==> src/dp_host_pkg.sv <==
package dp_host_pkg;
   localparam int LANE_W = 9;
   localparam int LANES = 4;
   localparam int DATA_W = 36;
   localparam int ADDR_W = 15;
   // Own register offsets
   localparam logic [3:0] REG_CTRL = 4'h0;
   localparam logic [3:0] REG_ADDR = 4'h1;
   localparam logic [3:0] REG_WDATA = 4'h2;
   localparam logic [3:0] REG_RDATA = 4'h3;
   localparam logic [3:0] REG_STATUS = 4'h4;
   localparam logic [3:0] REG_CMD = 4'h5;
   // CTRL fields
   localparam int CTRL_BM_BIT = 0;
   localparam int CTRL_SIZE_BIT = 1;
   localparam int CTRL_LANES_LSB = 2;
   localparam logic [5:0] CTRL_RESET = 6'h3C;
   // CMD fields
   localparam int CMD_WRITE_BIT = 0;
   localparam int CMD_SEM_BIT = 1;
   localparam int CMD_WA_BIT = 2;
   localparam int CMD_BA_BIT = 3;
   // Timing: strobe and clock in ns, converted to cycles
   localparam int STROBE_NS = 30;
   localparam int CLK_NS = 10;
   localparam int STROBE_CYC = (STROBE_NS + CLK_NS - 1) / CLK_NS;
   localparam int SETTLE_CYC = 1;
   typedef enum logic [1:0] {
      ST_IDLE = 2'b00,
      ST_SETUP = 2'b01,
      ST_STROBE = 2'b10,
      ST_DONE = 2'b11
   } state_t;
endpackage

==> src/dp_host.sv <==
// Functional notes
// - Bus-match and size settle at least one cycle before access.
// - Bus-match select held constant while operating.
// - Bus-size select held constant during normal operation.
// - Word select is an address bit with address timing.
// - Word and byte select are address bits with address timing.
// - Ignored and unused inputs are driven firmly, never floating; here unused data lines float in word, byte and I/O disable modes.
`timescale 1ns/1ps
module dp_host #(
   parameter int ADDR_W = dp_host_pkg::ADDR_W
) (
   input wire logic clock,
   input wire logic reset_n,
   input wire logic [3:0] reg_addr,
   input wire logic [31:0] reg_wdata,
   input wire logic reg_write,
   input wire logic reg_read,
   output logic [31:0] reg_rdata,
   output logic bus_match_select,
   output logic bus_size_select,
   output logic lane0_control_n,
   output logic lane1_control_n,
   output logic lane2_control_n,
   output logic lane3_control_n,
   output logic chip_enable_n,
   output logic read_write_n,
   output logic output_enable_n,
   output logic semaphore_access_select_n,
   output logic [ADDR_W-1:0] mem_addr,
   output logic word_half_select,
   output logic byte_select,
   input wire logic [35:0] data_in,
   output logic [35:0] data_out,
   output logic [35:0] data_oe
);
   logic rst_s1_q, rst_n_q;
   always_ff @(posedge clock or negedge reset_n) begin
      if (!reset_n) begin
         rst_s1_q <= 1'b0;
         rst_n_q <= 1'b0;
      end else begin
         rst_s1_q <= 1'b1;
         rst_n_q <= rst_s1_q;
      end
   end

   dp_host_pkg::state_t state_q, state_d;
   logic [5:0] ctrl_q, ctrl_d;
   logic [ADDR_W-1:0] addr_q, addr_d;
   logic [35:0] wdata_q, wdata_d, rdata_q, rdata_d;
   logic [3:0] cmd_q, cmd_d;
   logic [3:0] cnt_q, cnt_d;
   logic settled_q, settled_d;
   logic busy;
   logic [1:0] mode;
   logic [35:0] oe_mask, out_vec, rd_vec;
   logic [3:0] lanes_n;

   assign busy = state_q != dp_host_pkg::ST_IDLE;
   assign mode = {ctrl_q[dp_host_pkg::CTRL_BM_BIT], ctrl_q[dp_host_pkg::CTRL_SIZE_BIT]};
   assign lanes_n = ctrl_q[dp_host_pkg::CTRL_LANES_LSB +: 4];

   // Packs data into right-port lines and builds the drive mask
   always_comb begin
      out_vec = wdata_q;
      oe_mask = '1;
      rd_vec = data_in;
      case (mode)
         2'b00: begin
            out_vec = wdata_q;
            oe_mask = '1;
            rd_vec = data_in;
         end
         // all right I/O disabled by device; we stay off too
         2'b01: begin
            out_vec = '0;
            oe_mask = '0;
            rd_vec = data_in;
         end
         // word half on lines 0-17, upper lines float
         2'b10: begin
            out_vec = {18'h0, cmd_q[dp_host_pkg::CMD_WA_BIT] ? wdata_q[35:18] : wdata_q[17:0]};
            oe_mask = {18'h0, 18'h3FFFF};
            rd_vec = cmd_q[dp_host_pkg::CMD_WA_BIT] ? {data_in[17:0], rdata_q[17:0]}
                                                     : {rdata_q[35:18], data_in[17:0]};
         end
         // byte group on lines 0-8, rest floats
         2'b11: begin
            out_vec = {27'h0, wdata_q[9*{cmd_q[dp_host_pkg::CMD_WA_BIT],
                                          cmd_q[dp_host_pkg::CMD_BA_BIT]} +: 9]};
            oe_mask = {27'h0, 9'h1FF};
            rd_vec = rdata_q;
            rd_vec[9*{cmd_q[dp_host_pkg::CMD_WA_BIT], cmd_q[dp_host_pkg::CMD_BA_BIT]} +: 9]
               = data_in[8:0];
         end
         default: begin
            out_vec = wdata_q;
            oe_mask = '1;
            rd_vec = data_in;
         end
      endcase
      // semaphore value sits on lines 0-8
      if (cmd_q[dp_host_pkg::CMD_SEM_BIT]) begin
         out_vec = {27'h0, wdata_q[8:0]};
         // semaphore path stays live in I/O disable mode
         oe_mask = {27'h0, 9'h1FF};
         rd_vec = {27'h0, data_in[8:0]};
      end
   end

   always_comb begin
      state_d = state_q;
      ctrl_d = ctrl_q;
      addr_d = addr_q;
      wdata_d = wdata_q;
      rdata_d = rdata_q;
      cmd_d = cmd_q;
      cnt_d = cnt_q;
      settled_d = 1'b1;
      if (reg_write && !busy) begin
         case (reg_addr)
            // mode changes force one settle cycle
            dp_host_pkg::REG_CTRL: begin
               ctrl_d = reg_wdata[5:0];
               settled_d = 1'b0;
            end
            dp_host_pkg::REG_ADDR: addr_d = reg_wdata[ADDR_W-1:0];
            // Lines 32-35 always written low: data register is 32 bits
            dp_host_pkg::REG_WDATA: wdata_d = {4'h0, reg_wdata};
            dp_host_pkg::REG_CMD: begin
               cmd_d = reg_wdata[3:0];
               cnt_d = '0;
               state_d = dp_host_pkg::ST_SETUP;
            end
            default: ;
         endcase
      end
      case (state_q)
         dp_host_pkg::ST_IDLE: ;
         // wait for mode settle before strobing
         dp_host_pkg::ST_SETUP: if (settled_q) begin
            state_d = dp_host_pkg::ST_STROBE;
         end
         dp_host_pkg::ST_STROBE: begin
            cnt_d = cnt_q + 4'h1;
            if (cnt_q == 4'(dp_host_pkg::STROBE_CYC - 1)) begin
               state_d = dp_host_pkg::ST_DONE;
               if (!cmd_q[dp_host_pkg::CMD_WRITE_BIT]) begin
                  rdata_d = rd_vec;
               end
            end
         end
         dp_host_pkg::ST_DONE: state_d = dp_host_pkg::ST_IDLE;
         default: state_d = dp_host_pkg::ST_IDLE;
      endcase
   end

   always_ff @(posedge clock or negedge rst_n_q) begin
      if (!rst_n_q) begin
         state_q <= dp_host_pkg::ST_IDLE;
         ctrl_q <= dp_host_pkg::CTRL_RESET;
         addr_q <= '0;
         wdata_q <= '0;
         rdata_q <= '0;
         cmd_q <= '0;
         cnt_q <= '0;
         settled_q <= 1'b0;
      end else begin
         state_q <= state_d;
         ctrl_q <= ctrl_d;
         addr_q <= addr_d;
         wdata_q <= wdata_d;
         rdata_q <= rdata_d;
         cmd_q <= cmd_d;
         cnt_q <= cnt_d;
         settled_q <= settled_d;
      end
   end

   logic [31:0] rd_d, rd_q;
   always_comb begin
      rd_d = '0;
      if (reg_read) begin
         case (reg_addr)
            dp_host_pkg::REG_CTRL: rd_d = {26'h0, ctrl_q};
            dp_host_pkg::REG_ADDR: rd_d = 32'(addr_q);
            dp_host_pkg::REG_WDATA: rd_d = wdata_q[31:0];
            dp_host_pkg::REG_RDATA: rd_d = rdata_q[31:0];
            dp_host_pkg::REG_STATUS: begin
               rd_d = {26'h0, rdata_q[35:32], state_q == dp_host_pkg::ST_DONE, busy};
            end
            default: rd_d = '0;
         endcase
      end
   end
   always_ff @(posedge clock or negedge rst_n_q) begin
      if (!rst_n_q) begin
         rd_q <= '0;
      end else begin
         rd_q <= rd_d;
      end
   end
   assign reg_rdata = rd_q;

   logic strobing, driving, write_hold;
   assign strobing = state_q == dp_host_pkg::ST_STROBE;
   assign driving = strobing && cmd_q[dp_host_pkg::CMD_WRITE_BIT];
   // Data kept a cycle past the write strobe: gives the far side hold time
   assign write_hold = state_q == dp_host_pkg::ST_DONE && cmd_q[dp_host_pkg::CMD_WRITE_BIT];
   assign bus_match_select = ctrl_q[dp_host_pkg::CTRL_BM_BIT];
   assign bus_size_select = ctrl_q[dp_host_pkg::CTRL_SIZE_BIT];
   // one control per 9-bit lane; each follows its CTRL lane bit, high after reset
   assign lane0_control_n = lanes_n[0];
   assign lane1_control_n = lanes_n[1];
   assign lane2_control_n = lanes_n[2];
   assign lane3_control_n = lanes_n[3];
   assign chip_enable_n = !(strobing && !cmd_q[dp_host_pkg::CMD_SEM_BIT]);
   assign semaphore_access_select_n = !(strobing && cmd_q[dp_host_pkg::CMD_SEM_BIT]);
   assign read_write_n = !driving;
   assign output_enable_n = !(strobing && !cmd_q[dp_host_pkg::CMD_WRITE_BIT]);
   // selects held as address bits, forced low when ignored
   assign mem_addr = busy ? addr_q : '0;
   assign word_half_select = busy && mode[1] && cmd_q[dp_host_pkg::CMD_WA_BIT];
   assign byte_select = busy && mode == 2'b11 && cmd_q[dp_host_pkg::CMD_BA_BIT];
   assign data_out = out_vec;
   assign data_oe = (driving || write_hold) ? oe_mask : '0;
endmodule

==> config.mk <==
export PLATFORM = sky130hd
export DESIGN_NAME = dp_host
export DESIGN_NICKNAME = d
export VERILOG_FILES = /design/src/dp_host_pkg.sv /design/src/dp_host.sv
export SDC_FILE = /design/constraint.sdc
export NUM_CORES = 1
export LEC_CHECK = 0
export ABC_AREA = 1
export BUFFER_PORTS_ARGS = -buffer_cell sky130_fd_sc_hd__buf_2
export CAP_MARGIN = 20
export CORE_MARGIN = 3
export CORE_UTILIZATION = 48
export CTS_CLUSTER_SIZE = 12
export DETAILED_ROUTE_END_ITERATION = 7
export PLACE_DENSITY = 0.77
export SYNTH_ARGS = -nofsm -noshare
export SYNTH_HDL_FRONTEND = slang
export SYNTH_SLANG_ARGS = --single-unit
==> constraint.sdc <==
create_clock -name clock -period 3.85 [get_ports clock]
set_clock_uncertainty 0.2 [all_clocks]
set_input_delay 0.77 -clock clock [delete_from_list [all_inputs] [get_ports clock]]
set_output_delay 0.77 -clock clock [all_outputs]
set_load 0.01 [all_outputs]
==> flow_metrics.py, run 1 <==
metrics = {
    "layout": {
        "final_core_util_pct": 60.4,
        "num-fill-cells": 1377,
        "regArea_mm2": 0.00336,
        "diodes": 0,
        "final_nets": 1291,
        "syn_to_final_growth_pct": 20.3,
        "multi_input_area_mm2": 0.00326,
        "drive_gt1_share_pct": 22.0,
    },
    "sta": {
        "fin_crit_ps": 3420,
        "report.final.slew_viol_count": 0,
        "timing.fmax_ghz": 0.292,
        "rsz0062_at_grt": "false",
        "tightest_slew_ps": 964,
        "setup_viol": 0,
        "setup-tns-final_ps": 0,
        "whs_ps": 147,
        "fin_crit_sh_pct": 88.9,
        "worst_slack_ps": 427,
        "slew_headroom_pct": 35.5,
        "finalHoldViolCount": 0,
    },
    "critical_path": {
        "r2r_slack_ps": 1480,
        "crit_type": "register to output pin",
        "reg2reg_to": "rdata_q[26]$_DFFE_PN0P_",
        "crit_path_end_kind": "output pin",
        "r2r_cells": 11,
        "start_kind": "register",
        "cp.required_ps": 2880,
        "arrival_ps": 2450,
        "crit_fanout": 18,
        "rr_startpoint": "cmd_q[3]$_DFFE_PN0P_",
    },
    "floorplan": {
        "start_util_pct": 50.2,
        "die_area_mm2": 0.0171,
        "rows": 44,
        "pin_count": 207,
        "die_w_um": 131,
        "core_mm2": 0.0149,
        "dieHeight_um": 131,
    },
    "flow_run": {
        "drv_cap": 0,
    },
    "power_and_ir_drop": {
        "clkPwrFrac_pct": 26.2,
        "power_density_mw_per_mm2": 742,
        "intPower_uw": 3930,
        "ir_drop_mv": 0.389,
        "switchingPower_uw": 2730,
        "pwr-share-seq_pct": 35.7,
        "p_total_uw": 6660,
        "power_leakage_uw": 0.00502,
        "swShare_pct": 41.0,
        "comb_power_share_pct": 38.1,
    },
    "detailed_routing": {
        "ant_nets": 0,
        "wire_per_inst_um": 17.1,
        "drc": 0,
        "routed-via-count": 7491,
        "finalWirelength_mm": 24.1,
        "drt_iter0_drc": 749,
        "first_pass_iters": 8,
        "viasPerCell": 5.33,
    },
    "yosys": {
        "synth_cell_type_count": 31,
        "synthArstFlopShare_pct": 100,
        "synth.avg_cell_area_um2": 7.11,
        "synth_cells": 1050,
        "yosysWarnings": 0,
        "yosys.area.top_type_share_pct": 43.6,
        "ys_top_cells_by_area": "dfrtp_1, nand2_1, nor2_1, o21ai_0, inv_1",
        "synth_seq_cells": 134,
        "yosysTopAreaCell": "dfrtp_1",
        "yosysSeqAreaShare_pct": 45.0,
        "synth_commonest_cells": "nand2_1, dfrtp_1, nor2_1, inv_1, o21ai_0",
        "yosysMostFrequentCell": "nand2_1",
        "ys.flop_type": "dfrtp_1",
        "synth_area_mm2": 0.00746,
        "synth_edf_count": 0,
    },
    "grt": {
        "grt_pass1_wl_mm": 37.6,
        "overflow": 0,
        "grt_pass1_vias": 7150,
        "grt_antenna_before_repair": 0,
        "grt_usage_pct": 28.8,
        "grt_max_degree": 65,
    },
    "place": {
        "dpl.hpwl_mm": 17.8,
        "place_ws_ps": 921,
        "globalplace.congestion": 0.959,
        "portBuffers": 202,
    },
    "hold_path": {
        "min_from": "rst_s1_q$_DFF_PN0_",
        "hold_path.class": "register to register",
        "min_to": "rst_n_q$_DFF_PN0_",
        "hold_path_depth": 0,
    },
    "clock_tree": {
        "clock_sinks": 134,
        "path_clk_slew_ps": 60,
        "post_cts_buffers": 0,
        "clock_latency_ps": 430,
        "cts_root_buf": "clkbuf_16",
        "cts_tree": "built",
        "clockBufferDepth": 2,
        "htree_levels": 4,
        "cts_buffers": 17,
    },
    "outcome": {
        "outcome": "completed",
    },
}
## cell families (layout without fill, tap and decap cells)
kind of cell,count (synthesis),in the layout,synth area share (%)
AOI/OAI and AO/OA,146,146,10.3
adders and majority gates,7,7,1.17
and+or+nand+nor,583,583,31.8
buffers and inverters,177,345,11.4
other,2,5,0.101
xor gates and xnor gates,1,1,0.117
DFF,134,134,45.0
## worst max-delay path: stages, from the launching register on
cell,delay [ps]
dfrtp_1,490
nor2_1,370
nand2_1,130
nor2_1,750
buf_2,280
## cell usage in the layout, fill, tap and decap left out, drive strengths merged
cell type	instances
clkbuf	24
clkinvlp	2
dlygate4sd3	1
o311ai	1
bufinv	4
a21boi	8
a21oi	41
o22ai	4
clkinv	3
nand3	61
ha	7
nand2	382
nor2	127
nor3	9
o31ai	1
dfrtp	130
buf	216
o21ai	91
nand4	4
inv	95
conb	5
xor2	1
dfstp	4
## layout make-up
type	count	area share [%]
timing repair buffer	217	12.5
clock buffer	24	5.48
sequential	134	37.4
tap	184	2.56
multi-input combinational	742	36.4
clock inverter	8	1.62
inverter	96	4.01
## power groups by stage
stage,Combinational (uW),Clock (uW),Sequential (uW)
2_1_floorplan,1770,0,2240
3_3_place_gp,2460,0,2360
3_5_place_dp,2500,0,2370
4_1_cts,2530,1760,2360
5_1_grt,2880,1820,2440
6_report,2540,1750,2370
## per-layer routing
metal / track usage, % / wire (um) / share of wire [%] / up-vias
li1: - / - / - / 3554
met1: 37.9 / 9800 / 41 / 3507
met2: 46.2 / 11400 / 47 / 372
met3: 5.77 / 1990 / 8.2 / 58
met4: 13.3 / 931 / 3.9 / 0
met5: 0 / 0 / 0 / -
## stage by stage
| step | instances | area [um2] |
|---|---|---|
| 2_1_floorplan | 1053 | 7480 |
| 3_3_place_gp | 1371 | 8330 |
| 3_5_place_dp | 1371 | 8330 |
| 4_1_cts | 1404 | 8970 |
| 5_1_grt | 1405 | 8980 |
| 6_report | 1405 | 8980 |
## state kept, by name (all words and copies together) (netlist names)
name	flops
addr_q	15
cmd_q	4
cnt_q	4
ctrl_q	6
rdata_q	36
reg_rdata	32
rst_n_q	1
rst_s1_q	1
settled_q	1
state_q	2
wdata_q	32
## timing repair
item | CTS | global route
resized for setup | 0 | 0
hold endpoints to repair | 2 | 0
hold buffers | 1 | 0
## how the worst max path moves through the flow
stage	endpoint	slack (ps)	start	cells after the start
6_report	data_oe[32]	430	ctrl_q[1]$_DFFE_PN0P_	4
5_1_grt	data_oe[18]	210	ctrl_q[1]$_DFFE_PN0P_	4
4_1_cts	data_oe[32]	450	ctrl_q[1]$_DFFE_PN0P_	4
3_5_place_dp	data_oe[32]	920	ctrl_q[1]$_DFFE_PN0P_	4
3_3_place_gp	data_out[5]	1020	ctrl_q[0]$_DFFE_PN0P_	7
2_1_floorplan	data_oe[19]	930	ctrl_q[1]$_DFFE_PN0P_	5
(Power assumes the default switching activity.)
==> run 2, diff against run 1 <==
--- a/config.mk
+++ b/config.mk
@@ -8,11 +8,13 @@
 export ABC_AREA = 1
 export BUFFER_PORTS_ARGS = -buffer_cell sky130_fd_sc_hd__buf_2
 export CAP_MARGIN = 20
+export CORE_ASPECT_RATIO = 0.9
 export CORE_MARGIN = 3
 export CORE_UTILIZATION = 48
 export CTS_CLUSTER_SIZE = 12
 export DETAILED_ROUTE_END_ITERATION = 7
 export PLACE_DENSITY = 0.77
+export SETUP_SLACK_MARGIN = 0.1
 export SYNTH_ARGS = -nofsm -noshare
 export SYNTH_HDL_FRONTEND = slang
 export SYNTH_SLANG_ARGS = --single-unit
==> run 2 against run 1 <==
Against the previous run:
- global-route usage shrank 1.2 points
- maximum frequency shrank 2.7%
- critical path type unchanged
- sequential share of layout area shrank 0.23 points
- highest routed layer unchanged
- utilization shrank 0.078 points
==> flow_metrics.py, run 2 (synthesis gave the netlist of run 1 again) <==
metrics = {
    "outcome": {
        "outcome": "completed",
    },
    "clock_tree": {
        "clock_latency_ps": 430,
        "clock_sinks": 134,
        "clockBufferDepth": 2,
        "cts_root_buf": "clkbuf_16",
        "htree_levels": 4,
        "path_clk_slew_ps": 60,
        "cts_tree": "built",
        "cts_buffers": 17,
    },
    "detailed_routing": {
        "drt_iter0_drc": 742,
        "first_pass_iters": 7,
        "finalWirelength_mm": 23.7,
        "drc": 0,
        "viasPerCell": 5.33,
        "ant_nets": 0,
        "wire_per_inst_um": 16.7,
        "routed-via-count": 7556,
    },
    "critical_path": {
        "rr_startpoint": "ctrl_q[0]$_DFFE_PN0P_",
        "max_stage_delay_ps": 680,
        "cp_common_cell": "nand2_1",
        "crit_fanout": 11,
        "arrival_ps": 2550,
        "r2r_cells": 7,
        "cp.required_ps": 2880,
        "reg2reg_to": "rdata_q[7]$_DFFE_PN0P_",
        "crit_path_end_kind": "output pin",
        "crit_type": "register to output pin",
        "cp_slowest_cell": "dfrtp_1",
        "r2r_slack_ps": 1080,
        "start_kind": "register",
        "path_cells": "clkinvlp_4 -> nor2_1 -> nand2_1 -> o22ai_1 -> nand2_1 -> nand2_1 -> buf_2",
    },
    "floorplan": {
        "start_util_pct": 49.8,
        "die_area_mm2": 0.0171,
        "die_w_um": 137,
        "core_mm2": 0.0150,
        "pin_count": 207,
        "rows": 42,
        "dieHeight_um": 124,
    },
    "layout": {
        "syn_to_final_growth_pct": 21.1,
        "final_cell_mix": "nand2_1, buf_2, dfrtp_1",
        "largest_reg_flops": 36,
        "num-fill-cells": 1337,
        "drive_gt1_share_pct": 22.2,
        "final_common_cell": "nand2_1",
        "diodes": 0,
        "final_nets": 1290,
        "final_core_util_pct": 60.3,
        "largest-register": "rdata_q",
    },
    "sta": {
        "finalHoldViolCount": 0,
        "rsz0062_at_grt": "false",
        "timing.fmax_ghz": 0.284,
        "tightest_slew_ps": 896,
        "slew_headroom_pct": 40.1,
        "fin_crit_ps": 3520,
        "fin_crit_sh_pct": 91.4,
        "setup_viol": 0,
        "report.final.slew_viol_count": 0,
        "setup-tns-final_ps": 0,
    },
    "power_and_ir_drop": {
        "power_leakage_uw": 0.00502,
        "ir_drop_mv": 0.425,
        "switchingPower_uw": 2790,
        "power_density_mw_per_mm2": 748,
        "clkPwrFrac_pct": 26.9,
        "comb_power_share_pct": 38.0,
        "intPower_uw": 3970,
        "swShare_pct": 41.3,
        "pwr-share-seq_pct": 35.1,
    },
    "place": {
        "globalplace.congestion": 0.899,
        "portBuffers": 202,
        "dpl.hpwl_mm": 17.2,
    },
    "flow_run": {
        "drv_cap": 0,
    },
    "grt": {
        "globalRouteMet3Util_pct": 6.38,
        "grt_pass1_vias": 6973,
        "grt_usage_pct": 27.6,
        "busiest_layer": "met2",
        "grt_pass1_wl_mm": 36.7,
        "grt_antenna_before_repair": 0,
        "use_met1_pct": 38.4,
        "grt_use_met2_pct": 41.6,
        "grt_max_degree": 87,
        "overflow": 0,
    },
    "hold_path": {
        "hold_path.class": "register to asynchronous set/reset pin",
    },
}
-- run 2: repair_timing --
action	CTS	global route
setup endpoints to repair	0	5
resized for setup	0	1
buffers inserted	0	2
endpoints found under the hold margin	2	0
hold buffers	1	0
-- run 2: per-stage QoR --
step / cells / worst slack (ps) / instance area, um2 / total power [uW] / hold WS, ps
floorplan: 1053 / 931 / 7480 / 4010 / 131
finish: 1418 / 332 / 9040 / 6760 / 156
global placement: 1381 / 771 / 8330 / 4810 / 137
detailed placement: 1381 / 675 / 8330 / 4880 / 136
CTS: 1414 / 272 / 8990 / 6710 / 160
global route: 1418 / 115 / 9040 / 7190 / 175
-- run 2: layer usage --
layer  vias up  share of wire [%]
met5         -                  0
met4         0                3.5
met3        62                 11
met2       455                 46
met1      3487                 40
li1       3552                  -
-- run 2: worst max path at each step --
stage,start,end,cells past startpoint
finish,ctrl_q[0]$_DFFE_PN0P_,data_out[6],7
floorplan,ctrl_q[1]$_DFFE_PN0P_,data_oe[19],5
global placement,reg_addr[3],wdata_q[27]$_DFFE_PN0P_,8
global route,ctrl_q[0]$_DFFE_PN0P_,data_oe[26],4
CTS,ctrl_q[0]$_DFFE_PN0P_,data_out[6],7
detailed placement,reg_addr[3],wdata_q[26]$_DFFE_PN0P_,8
-- run 2: power groups by stage --
stage	Sequential, uW	Combinational (uW)	Clock [uW]
detailed placement	2370	2510	0
CTS	2350	2530	1820
floorplan	2240	1770	0
global placement	2360	2450	0
global route	2430	2880	1880
finish	2380	2570	1820
-- run 2: final cells by class --
class	instances	area, um2	area share [%]
Inverter	96	364	4.03
Timing Repair inverter	1	5.00	0.0554
Clock inverter	12	200	2.22
Clock buffer	20	457	5.05
Tap cell	198	248	2.74
Sequential cell	134	3360	37.2
Timing Repair Buffer	215	1140	12.6
Multi-Input combinational cell	742	3260	36.1
-- run 2: worst max-delay path: cells and delay by family, from the launching register on --
kind / cells / cell delay, ps
AOI/OAI and AO/OA: 1 / 290
buffers and inverters: 2 / 410
DFF: 1 / 680
and+or+nand+nor: 4 / 740
==> run 3, diff against run 2 <==
--- a/config.mk
+++ b/config.mk
@@ -6,7 +6,7 @@
 export NUM_CORES = 1
 export LEC_CHECK = 0
 export ABC_AREA = 1
-export BUFFER_PORTS_ARGS = -buffer_cell sky130_fd_sc_hd__buf_2
+export BUFFER_PORTS_ARGS = -buffer_cell sky130_fd_sc_hd__buf_4
 export CAP_MARGIN = 20
 export CORE_ASPECT_RATIO = 0.9
 export CORE_MARGIN = 3
==> run 3 against run 2 <==
Against the previous run:
- clock power shrank 4%
- non-clock buffer count is 1 higher
- utilization up 3.3 points
- final cell count is essentially flat
- sequential power hardly changed
- sequential cell count is the same
- first-iteration DRC count fell by 5.8%
- count of clock-buffer cells in the layout is 1 lower
- routed wire length rose by 1.9%
- hold slack lost 5.7 ps
- critical path depth shrank 2
- via count is 0.44% lower
- largest cell class unchanged
==> flow_metrics.py, run 3 (synthesis gave the netlist of run 1 again) <==
metrics = {
    "grt": {
        "use_met1_pct": 38.8,
        "grt_usage_pct": 27.9,
        "grt_pass1_vias": 6998,
        "busiest_layer": "met2",
        "grt_max_degree": 71,
        "grt_pass1_wl_mm": 37.1,
        "globalRouteMet3Util_pct": 5.94,
        "grt_antenna_before_repair": 0,
        "grt_use_met2_pct": 43.3,
        "overflow": 0,
    },
    "clock_tree": {
        "path_clk_slew_ps": 60,
        "clock_sinks": 134,
        "clockBufferDepth": 2,
        "cts_tree": "built",
        "htree_levels": 4,
        "cts_buffers": 17,
        "clock_latency_ps": 430,
        "cts_root_buf": "clkbuf_16",
    },
    "power_and_ir_drop": {
        "power_density_mw_per_mm2": 728,
        "p_total_uw": 6930,
        "ir_drop_mv": 0.468,
        "power_leakage_uw": 0.00511,
    },
    "sta": {
        "report.final.slew_viol_count": 0,
        "tightest_slew_ps": 931,
        "finalHoldViolCount": 0,
        "timing.fmax_ghz": 0.289,
        "fin_crit_ps": 3460,
        "worst_slack_ps": 385,
        "setup_viol": 0,
        "slew_headroom_pct": 37.9,
        "fin_crit_sh_pct": 90.0,
        "rsz0062_at_grt": "false",
        "setup-tns-final_ps": 0,
    },
    "layout": {
        "largest_reg_flops": 36,
        "final_cell_mix": "nand2_1, buf_4, dfrtp_1",
        "diodes": 0,
        "num-fill-cells": 1345,
        "final_common_cell": "nand2_1",
        "syn_to_final_growth_pct": 27.6,
        "drive_gt1_share_pct": 22.4,
        "final_nets": 1291,
        "largest-register": "rdata_q",
    },
    "critical_path": {
        "crit_fanout": 11,
        "crit_family": "compound AO/OA/AOI/OAI gates",
        "setup.worst_path.start": "ctrl_q[0]$_DFFE_PN0P_",
        "cp_slowest_cell": "o31ai_2",
        "crit_path_end_kind": "output pin",
        "start_kind": "register",
        "cp_common_cell": "nand2_1",
        "crit_type": "register to output pin",
        "arrival_ps": 2490,
        "path_cells": "clkinvlp_4 -> o31ai_2 -> nand2_1 -> nand2_1 -> buf_4",
        "rr_startpoint": "ctrl_q[0]$_DFFE_PN0P_",
        "path_buf_inv": 2,
        "max_stage_delay_ps": 710,
        "r2r_cells": 7,
        "worst-path-stages": 5,
        "cp.required_ps": 2880,
    },
    "floorplan": {
        "dieHeight_um": 124,
        "rows": 42,
        "die_area_mm2": 0.0171,
        "pin_count": 207,
        "core_mm2": 0.0150,
        "start_util_pct": 49.8,
        "die_w_um": 137,
    },
    "hold_path": {
        "hold_path_depth": 0,
        "min_from": "rst_s1_q$_DFF_PN0_",
        "hold_path.class": "register to register",
    },
    "place": {
        "place_ws_ps": 702,
        "portBuffers": 202,
        "dpl.hpwl_mm": 17.6,
        "globalplace.congestion": 0.912,
    },
    "detailed_routing": {
        "viasPerCell": 5.30,
        "drc": 0,
        "first_pass_iters": 6,
        "drt_iter0_drc": 699,
        "ant_nets": 0,
        "finalWirelength_mm": 24.1,
        "routed-via-count": 7523,
        "wire_per_inst_um": 17.0,
    },
    "flow_run": {
        "drv_cap": 0,
    },
    "outcome": {
        "outcome": "completed",
    },
}
==> run 3: changes by cell type in the layout (fill, tap and decap cells not counted) <==
cell,previous run,this run
buf_4,10,213
clkinv_2,2,5
buf_2,202,0
clkbuf_1,1,0
clkinvlp_4,4,2
bufinv_16,5,4
clkinv_4,2,3
==> run 3: per-stage QoR <==
stage	cell area (um2)	hold WS, ps	cells	utilization, %
final	9520	150	1419	63.6
after global routing	9520	157	1419	63.6
after CTS	9470	155	1414	63.2
after detailed placement	8830	142	1381	59.0
after global placement	8830	137	1381	59.0
after floorplan	7480	131	1053	-
==> run 3: final timing paths <==
check / slack (ps) / to
worst min-delay path: 150 / rst_n_q$_DFF_PN0_
worst max-delay path: 390 / data_out[3]
worst max register to register: 1040 / rdata_q[3]$_DFFE_PN0P_
max in group asynchronous: 2320 / wdata_q[27]$_DFFE_PN0P_
worst min register to register: 150 / rst_n_q$_DFF_PN0_
min in group asynchronous: 270 / addr_q[6]$_DFFE_PN0P_
==> run 3: timing repair <==
action	4_1_cts	5_1_grt
hold buffers	1	0
setup endpoints to repair	0	1
buffers inserted	0	2
resized for setup	0	1
endpoints found under the hold margin	2	0
==> run 3: area by class of cell <==
cell class              count  area [um2]  area share [%]
repair buffers            216        1650            17.3
repair inverters            1        5.00          0.0525
well taps                 198         248            2.60
clock inverters            13         179            1.88
multi-input cells         742        3260            34.3
flip-flops and latches    134        3360            35.3
clock buffers              19         453            4.76
inverters                  96         364            3.82
==> run 3: per-layer routing <==
layer	up-vias	routed length [um]	part of all wire, %
li1	3552	-	-
met1	3522	10100	42
met2	403	11300	47
met3	46	2110	8.7
met4	0	677	2.8
met5	-	0	0
==> run 3: worst register-to-register path, cell delays in order (launching register included) <==
cell,delay (ps)
dfrtp_1,570
nand2_1,640
inv_1,390
nor2_2,450
nor2_1,110
nand2_2,170
nand3_1,120
nand2_1,90
==> run 3: report_power, final <==
part           leakage, uW  switching [uW]  internal (uW)
combinational      0.00316            1720           1090
clock             0.000312             632           1110
sequential         0.00164             464           1910
